**src/kmac_pkg.sv**
```systemverilog
// Constants, types and register map of the keypad menu and alarm block
package kmac_pkg;

  // Timing
  localparam int unsigned CLK_HZ = 20_000_000;
  localparam int unsigned IDLE_TIMEOUT_S = 10;
  localparam int unsigned FRESET_HOLD_S = 3;
  localparam int unsigned BANNER_MS = 2000;
  localparam int unsigned IDLE_CYC = IDLE_TIMEOUT_S * CLK_HZ;
  localparam int unsigned FRESET_CYC = FRESET_HOLD_S * CLK_HZ;
  localparam int unsigned BANNER_CYC = BANNER_MS * (CLK_HZ / 1000);
  localparam int unsigned CNT_W = 28;

  // Register byte offsets
  localparam logic [7:0] REG_CTRL = 8'h00;
  localparam logic [7:0] REG_STATUS = 8'h04;
  localparam logic [7:0] REG_OUTCFG = 8'h08;
  localparam logic [7:0] REG_AVG = 8'h0c;
  localparam logic [7:0] REG_PEAK = 8'h10;
  localparam logic [7:0] REG_VALLEY = 8'h14;
  localparam logic [7:0] REG_ALARM = 8'h18;
  localparam logic [7:0] REG_OLIM = 8'h1c;
  localparam logic [7:0] REG_RANGE = 8'h20;
  localparam logic [7:0] REG_AMB = 8'h24;

  // Control register fields
  localparam int unsigned CTRL_W = 10;
  localparam int unsigned CTRL_CH1_DIG = 0;
  localparam int unsigned CTRL_CH2_DIG = 1;
  localparam int unsigned CTRL_AL1_HIGH = 2;
  localparam int unsigned CTRL_AL2_HIGH = 3;
  localparam int unsigned CTRL_AL1_NC = 4;
  localparam int unsigned CTRL_AL2_NC = 5;
  localparam int unsigned CTRL_AL1_SRC = 6;
  localparam int unsigned CTRL_AL2_SRC = 8;
  localparam logic [CTRL_W-1:0] CTRL_RST = 10'h018;
  localparam logic [1:0] SRC_OBJ = 2'h0;
  localparam logic [1:0] SRC_HEAD = 2'h1;
  localparam logic [1:0] SRC_BOX = 2'h2;

  // Value limits and steps (temperatures in 0.1 C, outputs in mV or uA)
  localparam logic signed [15:0] TIME_MAX = 16'sh270f;
  localparam logic signed [15:0] HOLD_INF = 16'sh2710;
  localparam logic signed [15:0] TEMP_MIN = 16'shfe70;
  localparam logic signed [15:0] TEMP_MAX = 16'sh2328;
  localparam logic signed [15:0] HYST = 16'sh0014;
  localparam logic signed [15:0] STEP_FINE = 16'sh0001;
  localparam logic signed [15:0] STEP_OUT = 16'sh000a;
  localparam logic signed [15:0] SPAN_MA = 16'sh4e20;
  localparam logic signed [15:0] SPAN_MA_LO4 = 16'sh0fa0;
  localparam logic signed [15:0] SPAN_V5 = 16'sh1388;
  localparam logic signed [15:0] SPAN_V10 = 16'sh2710;
  localparam logic signed [15:0] ZERO = 16'sh0000;

  typedef enum logic [3:0] {
    DM_INIT = 4'b0001,
    DM_TEMP = 4'b0010,
    DM_MENU = 4'b0100,
    DM_RESET = 4'b1000
  } kmac_disp_e;

  typedef enum logic [3:0] {
    F_OUT = 4'h0, F_AVG = 4'h1, F_PEAK = 4'h2, F_VALLEY = 4'h3,
    F_RLO = 4'h4, F_RHI = 4'h5, F_OLO = 4'h6, F_OHI = 4'h7,
    F_UNIT = 4'h8, F_ALO = 4'h9, F_AHI = 4'ha, F_AMB = 4'hb
  } kmac_func_e;

  typedef enum logic [2:0] {
    MA_0_20 = 3'h0, MA_4_20 = 3'h1, VOLT_OUT_5 = 3'h2,
    VOLT_OUT_10 = 3'h3, THERMOCOUPLE_J_OUT = 3'h4,
    THERMOCOUPLE_K_OUT = 3'h5
  } kmac_otype_e;

  localparam logic [2:0] BL_RED = 3'h4;
  localparam logic [2:0] BL_GREEN = 3'h2;
  localparam logic [2:0] BL_BLUE = 3'h1;

  typedef struct packed {
    logic sel;
    logic up;
    logic dn;
  } kmac_keys_s;

  typedef struct packed {
    logic signed [15:0] object_temperature;
    logic signed [15:0] sensor_head_temperature;
    logic signed [15:0] controller_box_temperature;
  } kmac_temps_s;

  typedef struct packed {
    kmac_otype_e out_type;
    logic fahrenheit;
    logic range_en;
    logic [13:0] avg_time;
    logic [13:0] peak_time;
    logic [13:0] valley_time;
    logic signed [15:0] range_lo;
    logic signed [15:0] range_hi;
    logic signed [15:0] olim_lo;
    logic signed [15:0] olim_hi;
    logic signed [15:0] alarm_lo;
    logic signed [15:0] alarm_hi;
    logic amb_fixed;
    logic signed [15:0] amb_value;
  } kmac_cfg_s;

  localparam kmac_cfg_s CFG_DEFAULT = '{
    out_type: VOLT_OUT_5, fahrenheit: 1'b0, range_en: 1'b1,
    avg_time: 14'h0002, peak_time: 14'h0000, valley_time: 14'h0000,
    range_lo: 16'sh0000, range_hi: 16'sh1388,
    olim_lo: 16'sh0000, olim_hi: 16'sh1388,
    alarm_lo: 16'sh012c, alarm_hi: 16'sh03e8,
    amb_fixed: 1'b0, amb_value: 16'sh00fa
  };

endpackage : kmac_pkg

```
**src/kmac_top.sv**
```systemverilog
// Keypad menu, factory reset, alarm comparators and APB registers
//
// Local design decisions: the register offsets and register access over APB.
`timescale 1ns/1ps
`default_nettype none

module kmac_top import kmac_pkg::*; #(
  parameter int unsigned IDLE_CYCLES = IDLE_CYC,
  parameter int unsigned FRESET_CYCLES = FRESET_CYC,
  parameter int unsigned BANNER_CYCLES = BANNER_CYC
) (
  // Clock, reset, enable
  input wire logic clk_sys,
  input wire logic nrst,
  input wire logic ce,
  // APB slave
  input wire logic psel,
  input wire logic penable,
  input wire logic pwrite,
  input wire logic [7:0] paddr,
  input wire logic [31:0] pwdata,
  output logic [31:0] prdata,
  output logic pready,
  output logic pslverr,
  // Keys and temperatures
  input wire kmac_keys_s keys,
  input wire kmac_temps_s temps,
  // Display and settings
  output kmac_disp_e disp_mode,
  output kmac_func_e disp_func,
  output logic signed [15:0] disp_value,
  output kmac_cfg_s cfg,
  // Alarm outputs
  output logic [2:0] backlight,
  output logic ch1_alarm,
  output logic ch2_alarm,
  output logic open_collector_alarm_pin_o,
  output logic open_collector_alarm_pin_oe_n
);

  kmac_keys_s key_q;
  kmac_disp_e disp_q;
  kmac_func_e func_q;
  kmac_cfg_s cfg_q;
  kmac_otype_e type_nx;
  logic [CNT_W-1:0] cnt_q;
  logic [CNT_W-1:0] hold_q;
  logic combo_q;
  logic [CTRL_W-1:0] ctrl_q;
  logic [1:0] al_q;
  logic [2:0] bl_q;
  logic ch1_q, ch2_q, oc_oe_n_q, oc_o_q;
  logic signed [15:0] dval_q;
  logic [31:0] prdata_q, rd_data;
  logic pready_q, pslverr_q, hit;
  logic sel_rise, up_rise, dn_rise, any_rise;
  logic up_step, dn_step, sel_step, both_rise, freset, edit;
  logic signed [15:0] al1_t, al2_t;

  // Clamped step of a value by one increment up or down
  function automatic logic signed [15:0] step_val(
    input logic signed [15:0] v, input logic up,
    input logic signed [15:0] stp, input logic signed [15:0] lo,
    input logic signed [15:0] hi);
    logic signed [16:0] n;
    n = up ? 17'(v) + 17'(stp) : 17'(v) - 17'(stp);
    if (n > 17'(hi)) n = 17'(hi);
    if (n < 17'(lo)) n = 17'(lo);
    return n[15:0];
  endfunction : step_val

  function automatic logic signed [15:0] span_lo(input kmac_otype_e t);
    return (t == MA_4_20) ? SPAN_MA_LO4 : ZERO;
  endfunction : span_lo

  function automatic logic signed [15:0] span_hi(input kmac_otype_e t);
    logic signed [15:0] r;
    case (t)
      MA_0_20, MA_4_20: r = SPAN_MA;
      VOLT_OUT_5: r = SPAN_V5;
      VOLT_OUT_10: r = SPAN_V10;
      default: r = ZERO;
    endcase
    return r;
  endfunction : span_hi

  function automatic logic is_tc(input kmac_otype_e t);
    return (t == THERMOCOUPLE_J_OUT) || (t == THERMOCOUPLE_K_OUT);
  endfunction : is_tc

  function automatic logic signed [15:0] pick(input logic [1:0] s);
    logic signed [15:0] r;
    case (s)
      SRC_HEAD: r = temps.sensor_head_temperature;
      SRC_BOX: r = temps.controller_box_temperature;
      default: r = temps.object_temperature;
    endcase
    return r;
  endfunction : pick

  // Hysteresis comparator: sets past threshold, clears 2 K back inside
  function automatic logic alarm_nx(input logic st,
    input logic signed [15:0] t, input logic signed [15:0] thr,
    input logic high);
    logic signed [16:0] tt, th;
    tt = 17'(t);
    th = 17'(thr);
    if (high ? (tt > th) : (tt < th)) return 1'b1;
    if (high ? (tt < th - 17'(HYST)) : (tt > th + 17'(HYST)))
      return 1'b0;
    return st;
  endfunction : alarm_nx

  // Key edges; inputs arrive synchronous so one stage suffices
  always_ff @(posedge clk_sys or negedge nrst) begin
    if (!nrst) begin
      key_q <= '0;
    end else if (ce) begin
      key_q <= keys;
    end
  end

  assign sel_rise = keys.sel & ~key_q.sel;
  assign up_rise = keys.up & ~key_q.up;
  assign dn_rise = keys.dn & ~key_q.dn;
  assign any_rise = sel_rise | up_rise | dn_rise;
  // A single key steps only while its partner is released
  assign up_step = up_rise & ~keys.dn;
  assign dn_step = dn_rise & ~keys.up;
  assign both_rise = keys.up & keys.dn & (up_rise | dn_rise);
  // Select with down held belongs to the factory reset gesture
  assign sel_step = sel_rise & ~keys.dn;
  assign edit = (disp_q == DM_MENU) & ~freset;

  // Factory reset gesture: down first, then select, both held
  always_ff @(posedge clk_sys or negedge nrst) begin
    if (!nrst) begin
      combo_q <= 1'b0;
      hold_q <= '0;
    end else if (ce) begin
      if (!(keys.dn && keys.sel)) begin
        combo_q <= 1'b0;
        hold_q <= '0;
      end else if (sel_rise && key_q.dn) begin
        combo_q <= 1'b1;
        hold_q <= '0;
      end else if (combo_q && hold_q != CNT_W'(FRESET_CYCLES)) begin
        hold_q <= hold_q + 1'b1;
      end
    end
  end

  // One pulse per gesture; the counter parks at the end value
  assign freset = combo_q && (hold_q == CNT_W'(FRESET_CYCLES - 1));

  // Display mode, function pointer and banner/idle timer
  always_ff @(posedge clk_sys or negedge nrst) begin
    if (!nrst) begin
      disp_q <= DM_INIT;
      func_q <= F_OUT;
      cnt_q <= '0;
    end else if (ce) begin
      if (freset) begin
        disp_q <= DM_RESET;
        cnt_q <= '0;
      end else begin
        case (disp_q)
          DM_INIT, DM_RESET: begin
            if (cnt_q >= CNT_W'(BANNER_CYCLES - 1)) begin
              disp_q <= DM_TEMP;
              cnt_q <= '0;
            end else begin
              cnt_q <= cnt_q + 1'b1;
            end
          end
          DM_TEMP: begin
            if (sel_step) begin
              disp_q <= DM_MENU; // Pointer kept
              cnt_q <= '0;
            end
          end
          DM_MENU: begin
            if (any_rise) begin
              cnt_q <= '0;
              if (sel_step) begin
                func_q <= (func_q == F_AMB) ? F_OUT
                        : kmac_func_e'(func_q + 4'h1);
              end
            end else if (cnt_q == CNT_W'(IDLE_CYCLES)) begin
              disp_q <= DM_TEMP;
              cnt_q <= '0;
            end else begin
              cnt_q <= cnt_q + 1'b1;
            end
          end
          default: disp_q <= DM_TEMP;
        endcase
      end
    end
  end

  // Next output type, saturating at both ends of the list
  always_comb begin
    type_nx = cfg_q.out_type;
    if (up_step && cfg_q.out_type != THERMOCOUPLE_K_OUT)
      type_nx = kmac_otype_e'(cfg_q.out_type + 3'h1);
    else if (dn_step && cfg_q.out_type != MA_0_20)
      type_nx = kmac_otype_e'(cfg_q.out_type - 3'h1);
  end

  // Parameter edits take effect on the key edge itself, no confirm step
  always_ff @(posedge clk_sys or negedge nrst) begin
    if (!nrst) begin
      cfg_q <= CFG_DEFAULT;
    end else if (ce) begin
      if (freset) begin
        cfg_q <= CFG_DEFAULT;
      end else if (edit && func_q == F_AMB && both_rise) begin
        cfg_q.amb_fixed <= 1'b0;
      end else if (edit && (up_step || dn_step)) begin
        case (func_q)
          F_OUT: begin
            cfg_q.out_type <= type_nx;
            cfg_q.range_en <= ~is_tc(type_nx);
            // Limits snap to the new span so they never fall outside it
            cfg_q.olim_lo <= span_lo(type_nx);
            cfg_q.olim_hi <= span_hi(type_nx);
          end
          F_AVG: cfg_q.avg_time <= 14'(step_val(16'(cfg_q.avg_time),
                   up_step, STEP_FINE, ZERO, TIME_MAX));
          F_PEAK: begin
            cfg_q.peak_time <= 14'(step_val(16'(cfg_q.peak_time),
              up_step, STEP_FINE, ZERO, HOLD_INF));
            cfg_q.valley_time <= '0;
          end
          F_VALLEY: begin
            cfg_q.valley_time <= 14'(step_val(16'(cfg_q.valley_time),
              up_step, STEP_FINE, ZERO, HOLD_INF));
            cfg_q.peak_time <= '0;
          end
          F_RLO: if (cfg_q.range_en) cfg_q.range_lo <= step_val(
                   cfg_q.range_lo, up_step, STEP_FINE, TEMP_MIN,
                   cfg_q.range_hi);
          F_RHI: if (cfg_q.range_en) cfg_q.range_hi <= step_val(
                   cfg_q.range_hi, up_step, STEP_FINE, cfg_q.range_lo,
                   TEMP_MAX);
          F_OLO: cfg_q.olim_lo <= step_val(cfg_q.olim_lo, up_step,
                   STEP_OUT, span_lo(cfg_q.out_type), cfg_q.olim_hi);
          F_OHI: cfg_q.olim_hi <= step_val(cfg_q.olim_hi, up_step,
                   STEP_OUT, cfg_q.olim_lo, span_hi(cfg_q.out_type));
          F_UNIT: cfg_q.fahrenheit <= ~cfg_q.fahrenheit;
          F_ALO: cfg_q.alarm_lo <= step_val(cfg_q.alarm_lo, up_step,
                   STEP_FINE, TEMP_MIN, TEMP_MAX);
          F_AHI: cfg_q.alarm_hi <= step_val(cfg_q.alarm_hi, up_step,
                   STEP_FINE, TEMP_MIN, TEMP_MAX);
          F_AMB: begin
            // First press leaves head mode and keeps the stored value
            if (!cfg_q.amb_fixed) cfg_q.amb_fixed <= 1'b1;
            else cfg_q.amb_value <= step_val(cfg_q.amb_value, up_step,
                   STEP_FINE, TEMP_MIN, TEMP_MAX);
          end
          default: cfg_q <= cfg_q;
        endcase
      end
    end
  end

  // Value shown beside the mode
  always_ff @(posedge clk_sys or negedge nrst) begin
    if (!nrst) begin
      dval_q <= ZERO;
    end else if (ce) begin
      if (disp_q == DM_TEMP) begin
        dval_q <= temps.object_temperature;
      end else if (disp_q != DM_MENU) begin
        dval_q <= ZERO;
      end else begin
        case (func_q)
          F_OUT: dval_q <= 16'(cfg_q.out_type);
          F_AVG: dval_q <= 16'(cfg_q.avg_time);
          F_PEAK: dval_q <= 16'(cfg_q.peak_time);
          F_VALLEY: dval_q <= 16'(cfg_q.valley_time);
          F_RLO: dval_q <= cfg_q.range_lo;
          F_RHI: dval_q <= cfg_q.range_hi;
          F_OLO: dval_q <= cfg_q.olim_lo;
          F_OHI: dval_q <= cfg_q.olim_hi;
          F_UNIT: dval_q <= 16'(cfg_q.fahrenheit);
          F_ALO: dval_q <= cfg_q.alarm_lo;
          F_AHI: dval_q <= cfg_q.alarm_hi;
          default: dval_q <= cfg_q.amb_value;
        endcase
      end
    end
  end

  // Alarm comparators; sources and directions come from the host only
  assign al1_t = pick(ctrl_q[CTRL_AL1_SRC +: 2]);
  assign al2_t = pick(ctrl_q[CTRL_AL2_SRC +: 2]);

  always_ff @(posedge clk_sys or negedge nrst) begin
    if (!nrst) begin
      al_q <= 2'h0;
    end else if (ce) begin
      al_q[0] <= alarm_nx(al_q[0], al1_t, cfg_q.alarm_lo,
                          ctrl_q[CTRL_AL1_HIGH]);
      al_q[1] <= alarm_nx(al_q[1], al2_t, cfg_q.alarm_hi,
                          ctrl_q[CTRL_AL2_HIGH]);
    end
  end

  // Alarm drivers; contact level follows normally-open/closed choice
  always_ff @(posedge clk_sys or negedge nrst) begin
    if (!nrst) begin
      bl_q <= BL_GREEN;
      ch1_q <= 1'b0;
      ch2_q <= 1'b0;
      oc_oe_n_q <= 1'b1;
      oc_o_q <= 1'b0;
    end else if (ce) begin
      bl_q <= al_q[1] ? BL_RED : al_q[0] ? BL_BLUE : BL_GREEN;
      ch1_q <= ctrl_q[CTRL_CH1_DIG]
               & (al_q[0] ^ ctrl_q[CTRL_AL1_NC]);
      ch2_q <= ctrl_q[CTRL_CH2_DIG]
               & (al_q[1] ^ ctrl_q[CTRL_AL2_NC]);
      // Open collector only sinks; released means no drive
      oc_oe_n_q <= ~(al_q[1] ^ ctrl_q[CTRL_AL2_NC]);
      oc_o_q <= 1'b0;
    end
  end

  // Register read decode
  always_comb begin
    rd_data = 32'h0000_0000;
    hit = 1'b1;
    if (paddr == REG_CTRL) begin
      rd_data = 32'(ctrl_q);
    end else if (paddr == REG_STATUS) begin
      rd_data = {20'h00000, func_q, 3'h0, disp_q == DM_RESET,
                 disp_q == DM_MENU, disp_q == DM_INIT, al_q};
    end else if (paddr == REG_OUTCFG) begin
      rd_data = {26'h0000000, cfg_q.amb_fixed, cfg_q.range_en,
                 cfg_q.fahrenheit, cfg_q.out_type};
    end else if (paddr == REG_AVG) begin
      rd_data = 32'(cfg_q.avg_time);
    end else if (paddr == REG_PEAK) begin
      rd_data = 32'(cfg_q.peak_time);
    end else if (paddr == REG_VALLEY) begin
      rd_data = 32'(cfg_q.valley_time);
    end else if (paddr == REG_ALARM) begin
      rd_data = {cfg_q.alarm_hi, cfg_q.alarm_lo};
    end else if (paddr == REG_OLIM) begin
      rd_data = {cfg_q.olim_hi, cfg_q.olim_lo};
    end else if (paddr == REG_RANGE) begin
      rd_data = {cfg_q.range_hi, cfg_q.range_lo};
    end else if (paddr == REG_AMB) begin
      rd_data = {16'h0000, cfg_q.amb_value};
    end else begin
      hit = 1'b0;
    end
  end

  // APB handshake: one wait state, answer registered for clean timing
  always_ff @(posedge clk_sys or negedge nrst) begin
    if (!nrst) begin
      pready_q <= 1'b0;
      pslverr_q <= 1'b0;
      prdata_q <= 32'h0000_0000;
    end else if (ce) begin
      pready_q <= psel & penable & ~pready_q;
      pslverr_q <= psel & penable & ~pready_q & ~hit;
      if (psel && penable && !pready_q && !pwrite) begin
        prdata_q <= rd_data;
      end
    end
  end

  // Host-only alarm configuration; keys never reach it
  always_ff @(posedge clk_sys or negedge nrst) begin
    if (!nrst) begin
      ctrl_q <= CTRL_RST;
    end else if (ce) begin
      if (psel && penable && pready_q && pwrite && paddr == REG_CTRL) begin
        ctrl_q <= pwdata[CTRL_W-1:0];
      end
    end
  end

  assign prdata = prdata_q;
  assign pready = pready_q;
  assign pslverr = pslverr_q;
  assign disp_mode = disp_q;
  assign disp_func = func_q;
  assign disp_value = dval_q;
  assign cfg = cfg_q;
  assign backlight = bl_q;
  assign ch1_alarm = ch1_q;
  assign ch2_alarm = ch2_q;
  assign open_collector_alarm_pin_o = oc_o_q;
  assign open_collector_alarm_pin_oe_n = oc_oe_n_q;

endmodule : kmac_top

`default_nettype wire

```
**config.mk**
```make
export PLATFORM = sky130hd
export DESIGN_NAME = kmac_top
export DESIGN_NICKNAME = d
export VERILOG_FILES = /design/src/kmac_pkg.sv /design/src/kmac_top.sv
export SDC_FILE = /design/constraint.sdc
export NUM_CORES = 1
export LEC_CHECK = 0
export ABC_AREA = 1
export BUFFER_PORTS_ARGS = -buffer_cell sky130_fd_sc_hd__buf_2
export CAP_MARGIN = 20
export CORE_MARGIN = 10
export CORE_UTILIZATION = 60
export DETAILED_ROUTE_END_ITERATION = 10
export PLACE_DENSITY = 0.84
export SLEW_MARGIN = 30
export SYNTH_ARGS = -nofsm -noshare
export SYNTH_HDL_FRONTEND = slang
export SYNTH_SLANG_ARGS = --single-unit
```
**constraint.sdc**
```tcl
create_clock -name clk_sys -period 9.45 [get_ports clk_sys]
set_clock_uncertainty 0.15 [all_clocks]
set_input_delay 0.945 -clock clk_sys [delete_from_list [all_inputs] [get_ports clk_sys]]
set_output_delay 0.945 -clock clk_sys [all_outputs]
set_load 0.02 [all_outputs]
```
# Yosys cells after proc, flatten, opt, wreduce, memory -nomap -nowiden
# Cells that the tools add are included.
# word_totals
ff_bits	296
input_bits	97
out_inout_bits	225
elab_cells	417
# op_classes
add_sub_neg	29
magnitude_cmp	29
n_eq_ne	48
mux	181
bitwise_logic	30
n_reduce_logical	67
# op_table
operator	n
17-bit two-way mux	74
16-bit two-way mux	23
160-bit two-way mux	2
32-bit two-way mux	9
28-bit two-way mux	8
16-bit case mux with 11 select lines	1
143-bit two-way mux	1
16-bit case mux with 2 select lines	4
17-bit by 15-bit greater-than comparator with 1-bit output, second input constant	7
15-bit case mux with 3 select lines	2
16-bit by 2-bit adder with 17-bit output, second input constant	5
16-bit by 2-bit subtractor with 17-bit output, second input constant	5
28-bit case mux with 3 select lines	1
17-bit by 10-bit < comparator with 1-bit output, second input constant	4
28-bit by 1-bit adder with 28-bit output, second input constant	2
14-bit two-way mux	4
28-bit case mux with 2 select lines	1
17-bit by 16-bit greater-than comparator with 1-bit output	3
17-bit by 1-bit < comparator with 1-bit output, second input constant	3
14-bit by 1-bit adder with 15-bit output, second input constant	3
14-bit by 1-bit subtractor with 15-bit output, second input constant	3
1-bit two-way mux	37
16-bit by 5-bit adder with 17-bit output, second input constant	2
16-bit by 6-bit adder with 17-bit output, second input constant	2
other kinds (57)	178

# Logic depth before layout (Yosys ltp)
# Gate-level depths: netlist of the first run.
# depth
depth_word	22
ltp_mapped	40
depth_no_buf	36

# Least setup slack after synthesis of the first run
# OpenSTA, ideal clock, no wires.
# synth_path
kind	input to register
start	in keys[0] (netlist bit)
end	reg cfg_q, in the netlist cfg[62]
setup_ns	0.116
t_arrival_ns	8.379
required_time_ns	9.184
setup_slack_ns	0.804
stages	37
n_path_buf	4
cell_sequence	inv_2 -> nand3_4 -> buf_2 -> clkbuf_1 -> ha_1 -> a21oi_1 -> nor2_1 -> a211oi_1 -> a21oi_1 -> a31o_2 -> xnor2_1 -> inv_1 -> ha_1 -> a21oi_1 -> o21a_1 -> nor2_1 -> a211oi_1 -> nand3_1 -> nand3_2 -> inv_1 -> buf_2 -> o21ai_0 -> inv_1 -> ha_1 -> nand2_1 -> nor2_1 -> a211oi_1 -> o221ai_1 -> a21oi_1 -> nand2_1 -> nand2_2 -> nand2_1 -> buf_6 -> nand2_1 -> nand3_1 -> nand2_1 -> nand2_1
# synth_between
elab_chain_cells	16
word_cells_on_any_way	37
classes_between	order compare (2); eq/ne (4); mux (15); bitwise (7); reduce/logical (9)
# synth_lines
element	line	rtl
start, declared	kmac_top.sv:26	input wire kmac_keys_s keys,
1-bit NOT	kmac_top.sv:128	assign up_step = up_rise & ~keys.dn;
1-bit bitwise AND	kmac_top.sv:128	
17-bit two-way mux	kmac_top.sv:66	n = up ? 17'(v) + 17'(stp) : 17'(v) - 17'(stp);
17-bit by 16-bit greater-than comparator with 1-bit output	kmac_top.sv:67	if (n > 17'(hi)) n = 17'(hi);
17-bit two-way mux	kmac_top.sv:67	
17-bit two-way mux	kmac_top.sv:221	case (func_q)
17-bit two-way mux	kmac_top.sv:220	end else if (edit && (up_step || dn_step)) begin
17-bit two-way mux	kmac_top.sv:218	end else if (edit && func_q == F_AMB && both_rise) begin
17-bit two-way mux	kmac_top.sv:216	if (freset) begin
17-bit two-way mux	kmac_top.sv:215	end else if (ce) begin
17-bit by 16-bit < comparator with 1-bit output	kmac_top.sv:68	if (n < 17'(lo)) n = 17'(lo);
16-bit two-way mux	kmac_top.sv:68	
16-bit case mux with 2 select lines	kmac_top.sv:221	
160-bit two-way mux	kmac_top.sv:220	
143-bit two-way mux	kmac_top.sv:218	
160-bit two-way mux	kmac_top.sv:216	
end signal, assigned	kmac_top.sv:262	default: cfg_q <= cfg_q;
end, declared	kmac_top.sv:44	kmac_cfg_s cfg_q;
# Several ways; a longest one is shown, not always the timed one. The select of a mux whose other input is x is not followed.
# A chain may end at the register's enable or synchronous reset.

# Worst setup path after layout of the first run
# layout_path
start	in keys[0] (netlist bit)
end	reg cfg_q, in the netlist cfg[78]
# layout_between
elab_chain_cells	16
word_cells_on_any_way	27
classes_between	order compare (2); eq/ne (1); mux (12); bitwise (7); reduce/logical (5)
# layout_lines
element	line
1-bit NOT	kmac_top.sv:128
1-bit bitwise AND	kmac_top.sv:128
17-bit two-way mux	kmac_top.sv:66
17-bit by 16-bit greater-than comparator with 1-bit output	kmac_top.sv:67
17-bit two-way mux	kmac_top.sv:67
17-bit two-way mux	kmac_top.sv:221
17-bit two-way mux	kmac_top.sv:220
17-bit two-way mux	kmac_top.sv:218
17-bit two-way mux	kmac_top.sv:216
17-bit two-way mux	kmac_top.sv:215
17-bit by 13-bit < comparator with 1-bit output	kmac_top.sv:68
16-bit two-way mux	kmac_top.sv:68
16-bit case mux with 2 select lines	kmac_top.sv:221
160-bit two-way mux	kmac_top.sv:220
143-bit two-way mux	kmac_top.sv:218
160-bit two-way mux	kmac_top.sv:216
# Several ways; a longest one is shown, not always the timed one. The select of a mux whose other input is x is not followed.

==> results by group, run 1 <==
Pwr
  – Total power draw: 0.00749 W
  – Switching power: 0.00389 W
  – Peak supply drop: 0.000192 V
  – Sw frac: 0.520
  – Internal power: 0.00359 W
  – Cell Pwr Density: 229 mW/mm²
  – Clock share of power: 0.190
  – Logic pwr share: 0.548
  – P_leak: 16.4 nW
  – Part of the power in registers: 0.262

Timing
  – Unrepaired setup endpoints after global routing: false
  – Hold Fails Final Rpt: 0
  – Period utilization: 0.744
  – # setup viols final: 0
  – Slew headroom: 0.320
  – Setup TNS: 0 ns
  – Fin. max-slew vios: 0
  – Fmax: 142 MHz
  – Slew @ Worst Pin: 1.02 ns
  – Post-route minimum period: 7.03 ns

Logic synthesis
  – Sequential share of the synthesized area: 0.253
  – Yosys warnings: 0
  – Post-synthesis instance total: 4308
  – Syn_nets: 4717
  – Netlist cell types: 72
  – Top_reg_cell synth: dfrtp_1
  – Number of synthesized flops with an enable pin: 0
  – Post-synthesis average cell area: 6.84 µm²
  – Yosys reg bits: 296
  – Post-Syn Area: 0.0295 mm²
  – FFs w/ async S/R, synth: 1.00

Clock network
  – Worst-path clk slew: 0.06 ns
  – Post-CTS setup buffers: 0
  – CTS resizes: 0
  – CTS Buffer Depth: 3
  – Root Driver: clkbuf_16
  – CTS Sinks: 296
  – H-Tree Depth: 2
  – Clk_lat worst skew: 0.59 ns
  – CTS tree: built
  – Num CTS Buffers: 37
  – CTS Hold Bufs: 0

Cells and area
  – Nets: 4970
  – Final non-filler cell total: 5255
  – Most common cell after layout, fill and taps aside: nand2_1
  – Share of cells above drive strength 1: 0.107
  – Area Growth Syn to Fin: 11.1%
  – Most frequent cells in the layout: nand2_1, inv_1, nor2_1
  – Design area: 0.0328 mm²

Placed design
  – PortBufs: 298
  – Detailed placer's ending HPWL: 94400 µm
  – GPL Wtd Cong: 1.12
  – Cell Area, Placed: 0.0316 mm²
  – Dpl cells: 5186

Setup path
  – CP arrival: 7.41 ns
  – Startpoint type of the worst setup path: primary input
  – R2r setup slk: 2.54 ns
  – Crit Reg-Reg Startpoint: key_q[1]
  – Kind of critical path: in2reg
  – Worst Path Max Fanout: 51
  – RR Endpoint: cfg[78]
  – Crit path capture type: register
  – Largest stage delay, worst path: 0.56 ns
  – FF-to-FF path depth: 35
  – CP dominant cell by count: nand2_1
  – CP required: 9.83 ns
  – Slowest cell on the critical path: buf_4

Die
  – Die Wd: 242 µm
  – Initial Util: 0.605
  – Top Ports: 322
  – Full die area: 0.0584 mm²
  – Cell Rows: 81
  – CORE AREA: 0.0487 mm²
  – Chip height: 242 µm

Detailed routing
  – Total routed wirelength: 121000 µm
  – DR iter-0 viols: 4141
  – DRC errors left: 0
  – Via count: 33228
  – Vias per inst: 6.32
  – WL per Instance: 23.0 µm
  – DRT antenna net count: 0
  – Drt first pass iters: 9

Min path
  – Hold/Removal Path Class: in2async

Global route
  – Vias in the first global route: 30883
  – Total global-route track usage: 0.395
  – First-pass GRT wire length: 183000 µm
  – Initial antenna violation count: 3
  – GRT Residual Overflow: 0
  – Largest net degree at the start of global routing: 86

Status
  – Status: completed

Run
  – Max_cap viols: 0
sequential cells by signal (all words and copies together) (netlist names):
| signal | flops |
|---|---|
| key_q | 3 |
| ch1_alarm | 1 |
| backlight | 3 |
| disp_value | 16 |
| disp_func | 4 |
| cnt_q | 28 |
| combo_q | 1 |
| pready | 1 |
| open_collector_alarm_pin_oe_n | 1 |
| pslverr | 1 |
| cfg | 160 |
| ch2_alarm | 1 |
| hold_q | 28 |
| ctrl_q | 10 |
| prdata | 32 |
| disp_mode | 4 |
| al_q | 2 |
power by group through the flow:
stage               logic (W)  clock network, W  registers (W)
floorplan             0.00262                 0        0.00197
global placement      0.00389                 0        0.00195
detailed placement    0.00395                 0        0.00195
CTS                   0.00399           0.00142        0.00193
global route          0.00451           0.00147        0.00196
finish                0.00410           0.00142        0.00196
metal layers:
metal  global-route usage  share of wire  up-vias
met5                    0        0.00019        -
met2                0.590           0.42     2077
met1                0.503           0.39    15445
met4                0.232          0.068        4
met3                0.113           0.13      458
li1                     -              -    15244
Yosys cell counts (all sizes together) (31+ instances only):
master | count | area share
dfstp | 34 | 0.030
ha | 305 | 0.13
xor2 | 148 | 0.044
nand2 | 942 | 0.12
xnor2 | 31 | 0.0092
o21ai | 329 | 0.056
clkbuf | 79 | 0.010
nor2 | 367 | 0.048
o211ai | 50 | 0.013
dfrtp | 262 | 0.22
nor3 | 116 | 0.021
nand3 | 257 | 0.044
a21oi | 288 | 0.049
nor4 | 37 | 0.0088
inv | 588 | 0.075
o22ai | 90 | 0.019
a221o | 33 | 0.011
nand4 | 84 | 0.018
cell families (layout without fill, tap and decap cells):
group / after synthesis / count (layout) / share of synthesized area
other: 1 / 2 / 0.000127
buffers and inverters: 704 / 986 / 0.0915
xor gates and xnor gates: 179 / 179 / 0.0532
adders and majority gates: 312 / 312 / 0.134
and+or+nand+nor: 1838 / 1838 / 0.270
muxes: 4 / 4 / 0.00153
AOI/OAI and AO/OA: 974 / 974 / 0.197
DFF: 296 / 296 / 0.253
how the worst max path moves through the flow:
stage	end	slack, ns	cells after the start	start
2_1_floorplan	cfg[62]	0.80	37	keys[0]
3_3_place_gp	cfg[62]	2.13	32	keys[0]
3_5_place_dp	cfg[78]	2.07	36	keys[0]
4_1_cts	cfg[63]	2.66	32	keys[0]
5_1_grt	cfg[70]	1.78	36	keys[0]
6_report	cfg[78]	2.42	36	keys[0]
worst max-delay path, delay by kind of cell:
| family | cells | cell delay, ns |
|---|---|---|
| compound gates | 6 | 0.75 |
| fa+ha+maj | 3 | 0.96 |
| xor+xnor | 1 | 0.31 |
| simple gates | 19 | 2.99 |
| buf+inv | 7 | 1.42 |
layout make-up:
class | instances | area (µm²)
Multi-Input combinational cell | 3308 | 19400
Fill cell | 4454 | 16000
Sequential cell | 296 | 7450
Inverter | 600 | 2250
Timing Repair Buffer | 318 | 1660
Clock buffer | 48 | 1020
Tap cell | 664 | 831
Clock inverter | 20 | 165
Antenna cell | 1 | 2.50
metrics by stage:
| step | util | hold slack, ns | setup WS, ns |
|---|---|---|---|
| CTS | 0.672 | 0.245 | 2.66 |
| global placement | 0.647 | 0.302 | 2.13 |
| floorplan | - | 0.283 | 0.804 |
| detailed placement | 0.647 | 0.312 | 2.07 |
| finish | 0.672 | 0.183 | 2.42 |
| global route | 0.672 | 0.252 | 1.78 |
(Power assumes the default switching activity.)
==> inputs of run 2 (changes only) <==
--- a/config.mk
+++ b/config.mk
@@ -5,7 +5,7 @@
 export SDC_FILE = /design/constraint.sdc
 export NUM_CORES = 1
 export LEC_CHECK = 0
-export ABC_AREA = 1
+export ABC_AREA = 0
 export BUFFER_PORTS_ARGS = -buffer_cell sky130_fd_sc_hd__buf_2
 export CAP_MARGIN = 20
 export CORE_MARGIN = 10
==> constraint.sdc (replaced) <==
create_clock -name clk_sys -period 6.64 [get_ports clk_sys]
set_clock_uncertainty 0.15 [all_clocks]
set_input_delay 0.664 -clock clk_sys [delete_from_list [all_inputs] [get_ports clk_sys]]
set_output_delay 0.664 -clock clk_sys [all_outputs]
set_load 0.02 [all_outputs]
==> results by group, run 2 <==
Logic synthesis
  – Synth Area in Adders: 0.136
  – Netlist cell types: 123
  – Syn_nets: 4089
  – Area leader, netlist: dfrtp_1
  – Top_reg_cell synth: dfrtp_1
  – Post-synthesis simple-gate area fraction: 0.210
  – Synth Area in XOR/XNOR: 0.0606
  – Most numerous cell in the Yosys netlist: nand2_1
  – Post-Syn Area: 0.0294 mm²
  – Sequential share of the synthesized area: 0.253
  – Post-synth top area share: 0.223
  – Number of synthesized flops with an enable pin: 0
  – Post-synthesis average cell area: 8.00 µm²
  – Main combinational cell family by area after synthesis: compound AO/OA/AOI/OAI gates
  – Yosys reg bits: 296
  – FFs w/ async S/R, synth: 1.00
  – Synth Area in Compound Gates: 0.269
  – Yosys warnings: 0
  – Post-synth top cells: nand2_1, ha_1, nor2_1
  – Post-synthesis instance total: 3680
  – Mux share of post-synthesis cell area: 0.0189
  – Area contributors post-synth: dfrtp_1, ha_1, o21ai_0, nand2_1, a21oi_1

Timing
  – Slew headroom: 0.378
  – Slew @ Worst Pin: 0.920 ns
  – Fmax: 147 MHz
  – Hold Fails Final Rpt: 5
  – Fin. max-slew vios: 0
  – Post-route minimum period: 6.79 ns
  – Period utilization: 1.02
  – Hold slack: -0.0389 ns
  – # setup viols final: 15
  – Final WS setup: -0.148 ns
  – Unrepaired setup endpoints after global routing: true

Setup path
  – CP bufs+invs: 4
  – Crit path capture type: register
  – Worst Path Max Fanout: 8
  – Largest stage delay, worst path: 0.54 ns
  – Slowest cell on the critical path: or3b_4
  – Startpoint type of the worst setup path: register
  – Crit path depth: 32
  – FF-to-FF path depth: 32
  – Kind of critical path: reg2reg
  – CP required: 6.91 ns
  – Worst path top cell family by delay: compound AO/OA/AOI/OAI gates
  – CP dominant cell by count: a21o_1
  – CP arrival: 7.06 ns

Detailed routing
  – DRC errors left: 0
  – Via count: 31757
  – Drt first pass iters: 7
  – Total routed wirelength: 120000 µm
  – Vias per inst: 6.75
  – WL per Instance: 25.5 µm
  – DR iter-0 viols: 4479
  – DRT antenna net count: 0

Clock network
  – CTS Buffer Depth: 3
  – CTS Sinks: 296
  – Clk_lat worst skew: 0.60 ns
  – CTS Hold Bufs: 0
  – Num CTS Buffers: 36
  – H-Tree Depth: 2
  – CTS tree: built
  – Worst-path clk slew: 0.06 ns
  – Root Driver: clkbuf_16

Placed design
  – GPL Wtd Cong: 1.05
  – PortBufs: 298
  – Cell Area, Placed: 0.0323 mm²
  – Pre-CTS WS: -0.494 ns
  – Detailed placer's ending HPWL: 91600 µm
  – Dpl cells: 4617

Cells and area
  – Nets: 4418
  – Area Growth Syn to Fin: 15.7%
  – Share of cells above drive strength 1: 0.180
  – Most common cell after layout, fill and taps aside: nand2_1
  – Design area: 0.0341 mm²
  – Max reg flops: 160
  – Most frequent cells in the layout: nand2_1, buf_2, ha_1
  – Final non-filler cell total: 4704
  – Fin util: 0.699

Run
  – Max_cap viols: 0

Global route
  – Largest net degree at the start of global routing: 120
  – Total global-route track usage: 0.390
  – Initial antenna violation count: 9
  – GRT Residual Overflow: 0
  – Global-route met2 utilization: 0.583
  – Grt peak-use layer: met2
  – Vias in the first global route: 29830
  – M3 GR Usage: 0.125
  – M1 GR Usage: 0.486
  – First-pass GRT wire length: 181000 µm

Die
  – Initial Util: 0.604
  – CORE AREA: 0.0487 mm²
  – Cell Rows: 81
  – Top Ports: 322
  – Chip height: 242 µm
  – Full die area: 0.0583 mm²
  – Die Wd: 242 µm

Min path
  – Hold/Removal Path Class: in2async

Pwr
  – Clock share of power: 0.204
  – Sw frac: 0.454
  – P_leak: 15.5 nW
  – Peak supply drop: 0.000242 V
  – Logic pwr share: 0.548
  – Cell Pwr Density: 297 mW/mm²
  – Internal power: 0.00552 W
  – Part of the power in registers: 0.248
  – Switching power: 0.00459 W

Status
  – Status: complete, but fails checks
  – Failing checks: hold timing, setup timing
==> run 2: cell count changes after synthesis, moves of 84 or more <==
cell and change:
a21o_1 +91, nand2_1 -576, xnor2_1 +105, nand3_1 -121
xor2_1 -84, a22oi_1 +97, inv_1 -376
==> run 2: what timing repair did <==
action                     CTS  global route
gates resized for setup     28            49
setup endpoints to repair   29            48
gates cloned                 0             2
pin swaps                   11            33
setup buffers                8             8
==> run 2: worst paths after layout <==
path / from / end / slack [ns]
worst max-delay path: key_q[1] / cfg[54] / -0.15
worst min-delay path: nrst / cfg[152] / -0.04
worst max register to register: key_q[1] / cfg[54] / -0.15
worst min register to register: prdata[11] / prdata[11] / 0.34
max in group asynchronous: nrst / backlight[0] / 5.14
min in group clk_sys: pwdata[9] / ctrl_q[9] / 0.13
==> run 2: power groups by stage <==
stage          Combinational [W]  Clock (W)  Sequential, W
2_1_floorplan            0.00325          0        0.00240
3_3_place_gp             0.00491          0        0.00249
3_5_place_dp             0.00495          0        0.00250
4_1_cts                  0.00516    0.00206        0.00247
5_1_grt                  0.00597    0.00214        0.00250
6_report                 0.00554    0.00206        0.00250
==> run 2: cells by family (layout without fill, tap and decap cells) <==
group	Yosys count	count (layout)
simple gates	1240	1241
compound gates	1183	1183
buf+inv	390	746
fa+ha+maj	315	315
flops	296	296
xor+xnor	202	202
mux	53	53
other cells	1	4
==> run 2: final cells by class <==
type | count | area (µm²)
Antenna cell | 3 | 7.51
Inverter | 208 | 786
Clock buffer | 48 | 986
Multi-Input combinational cell | 2995 | 20900
Timing Repair Buffer | 472 | 2890
Tap cell | 664 | 831
Sequential cell | 296 | 7450
Clock inverter | 18 | 231
Fill cell | 4007 | 14700
==> run 2: metal layers <==
metal	vias up	routed length [µm]	part of all wire
met5	-	85	0.00071
met4	14	7990	0.067
met3	467	15600	0.13
met2	2042	51100	0.43
met1	14994	45200	0.38
li1	14240	-	-
==> run 2: per-stage QoR <==
stage / power, W / TNS (ns)
after global routing: 0.0106 / -7.81
after detailed placement: 0.00745 / -15.18
final: 0.0101 / -1.21
after global placement: 0.00741 / -8.71
after CTS: 0.00969 / -0.000573
after floorplan: 0.00565 / -5.28
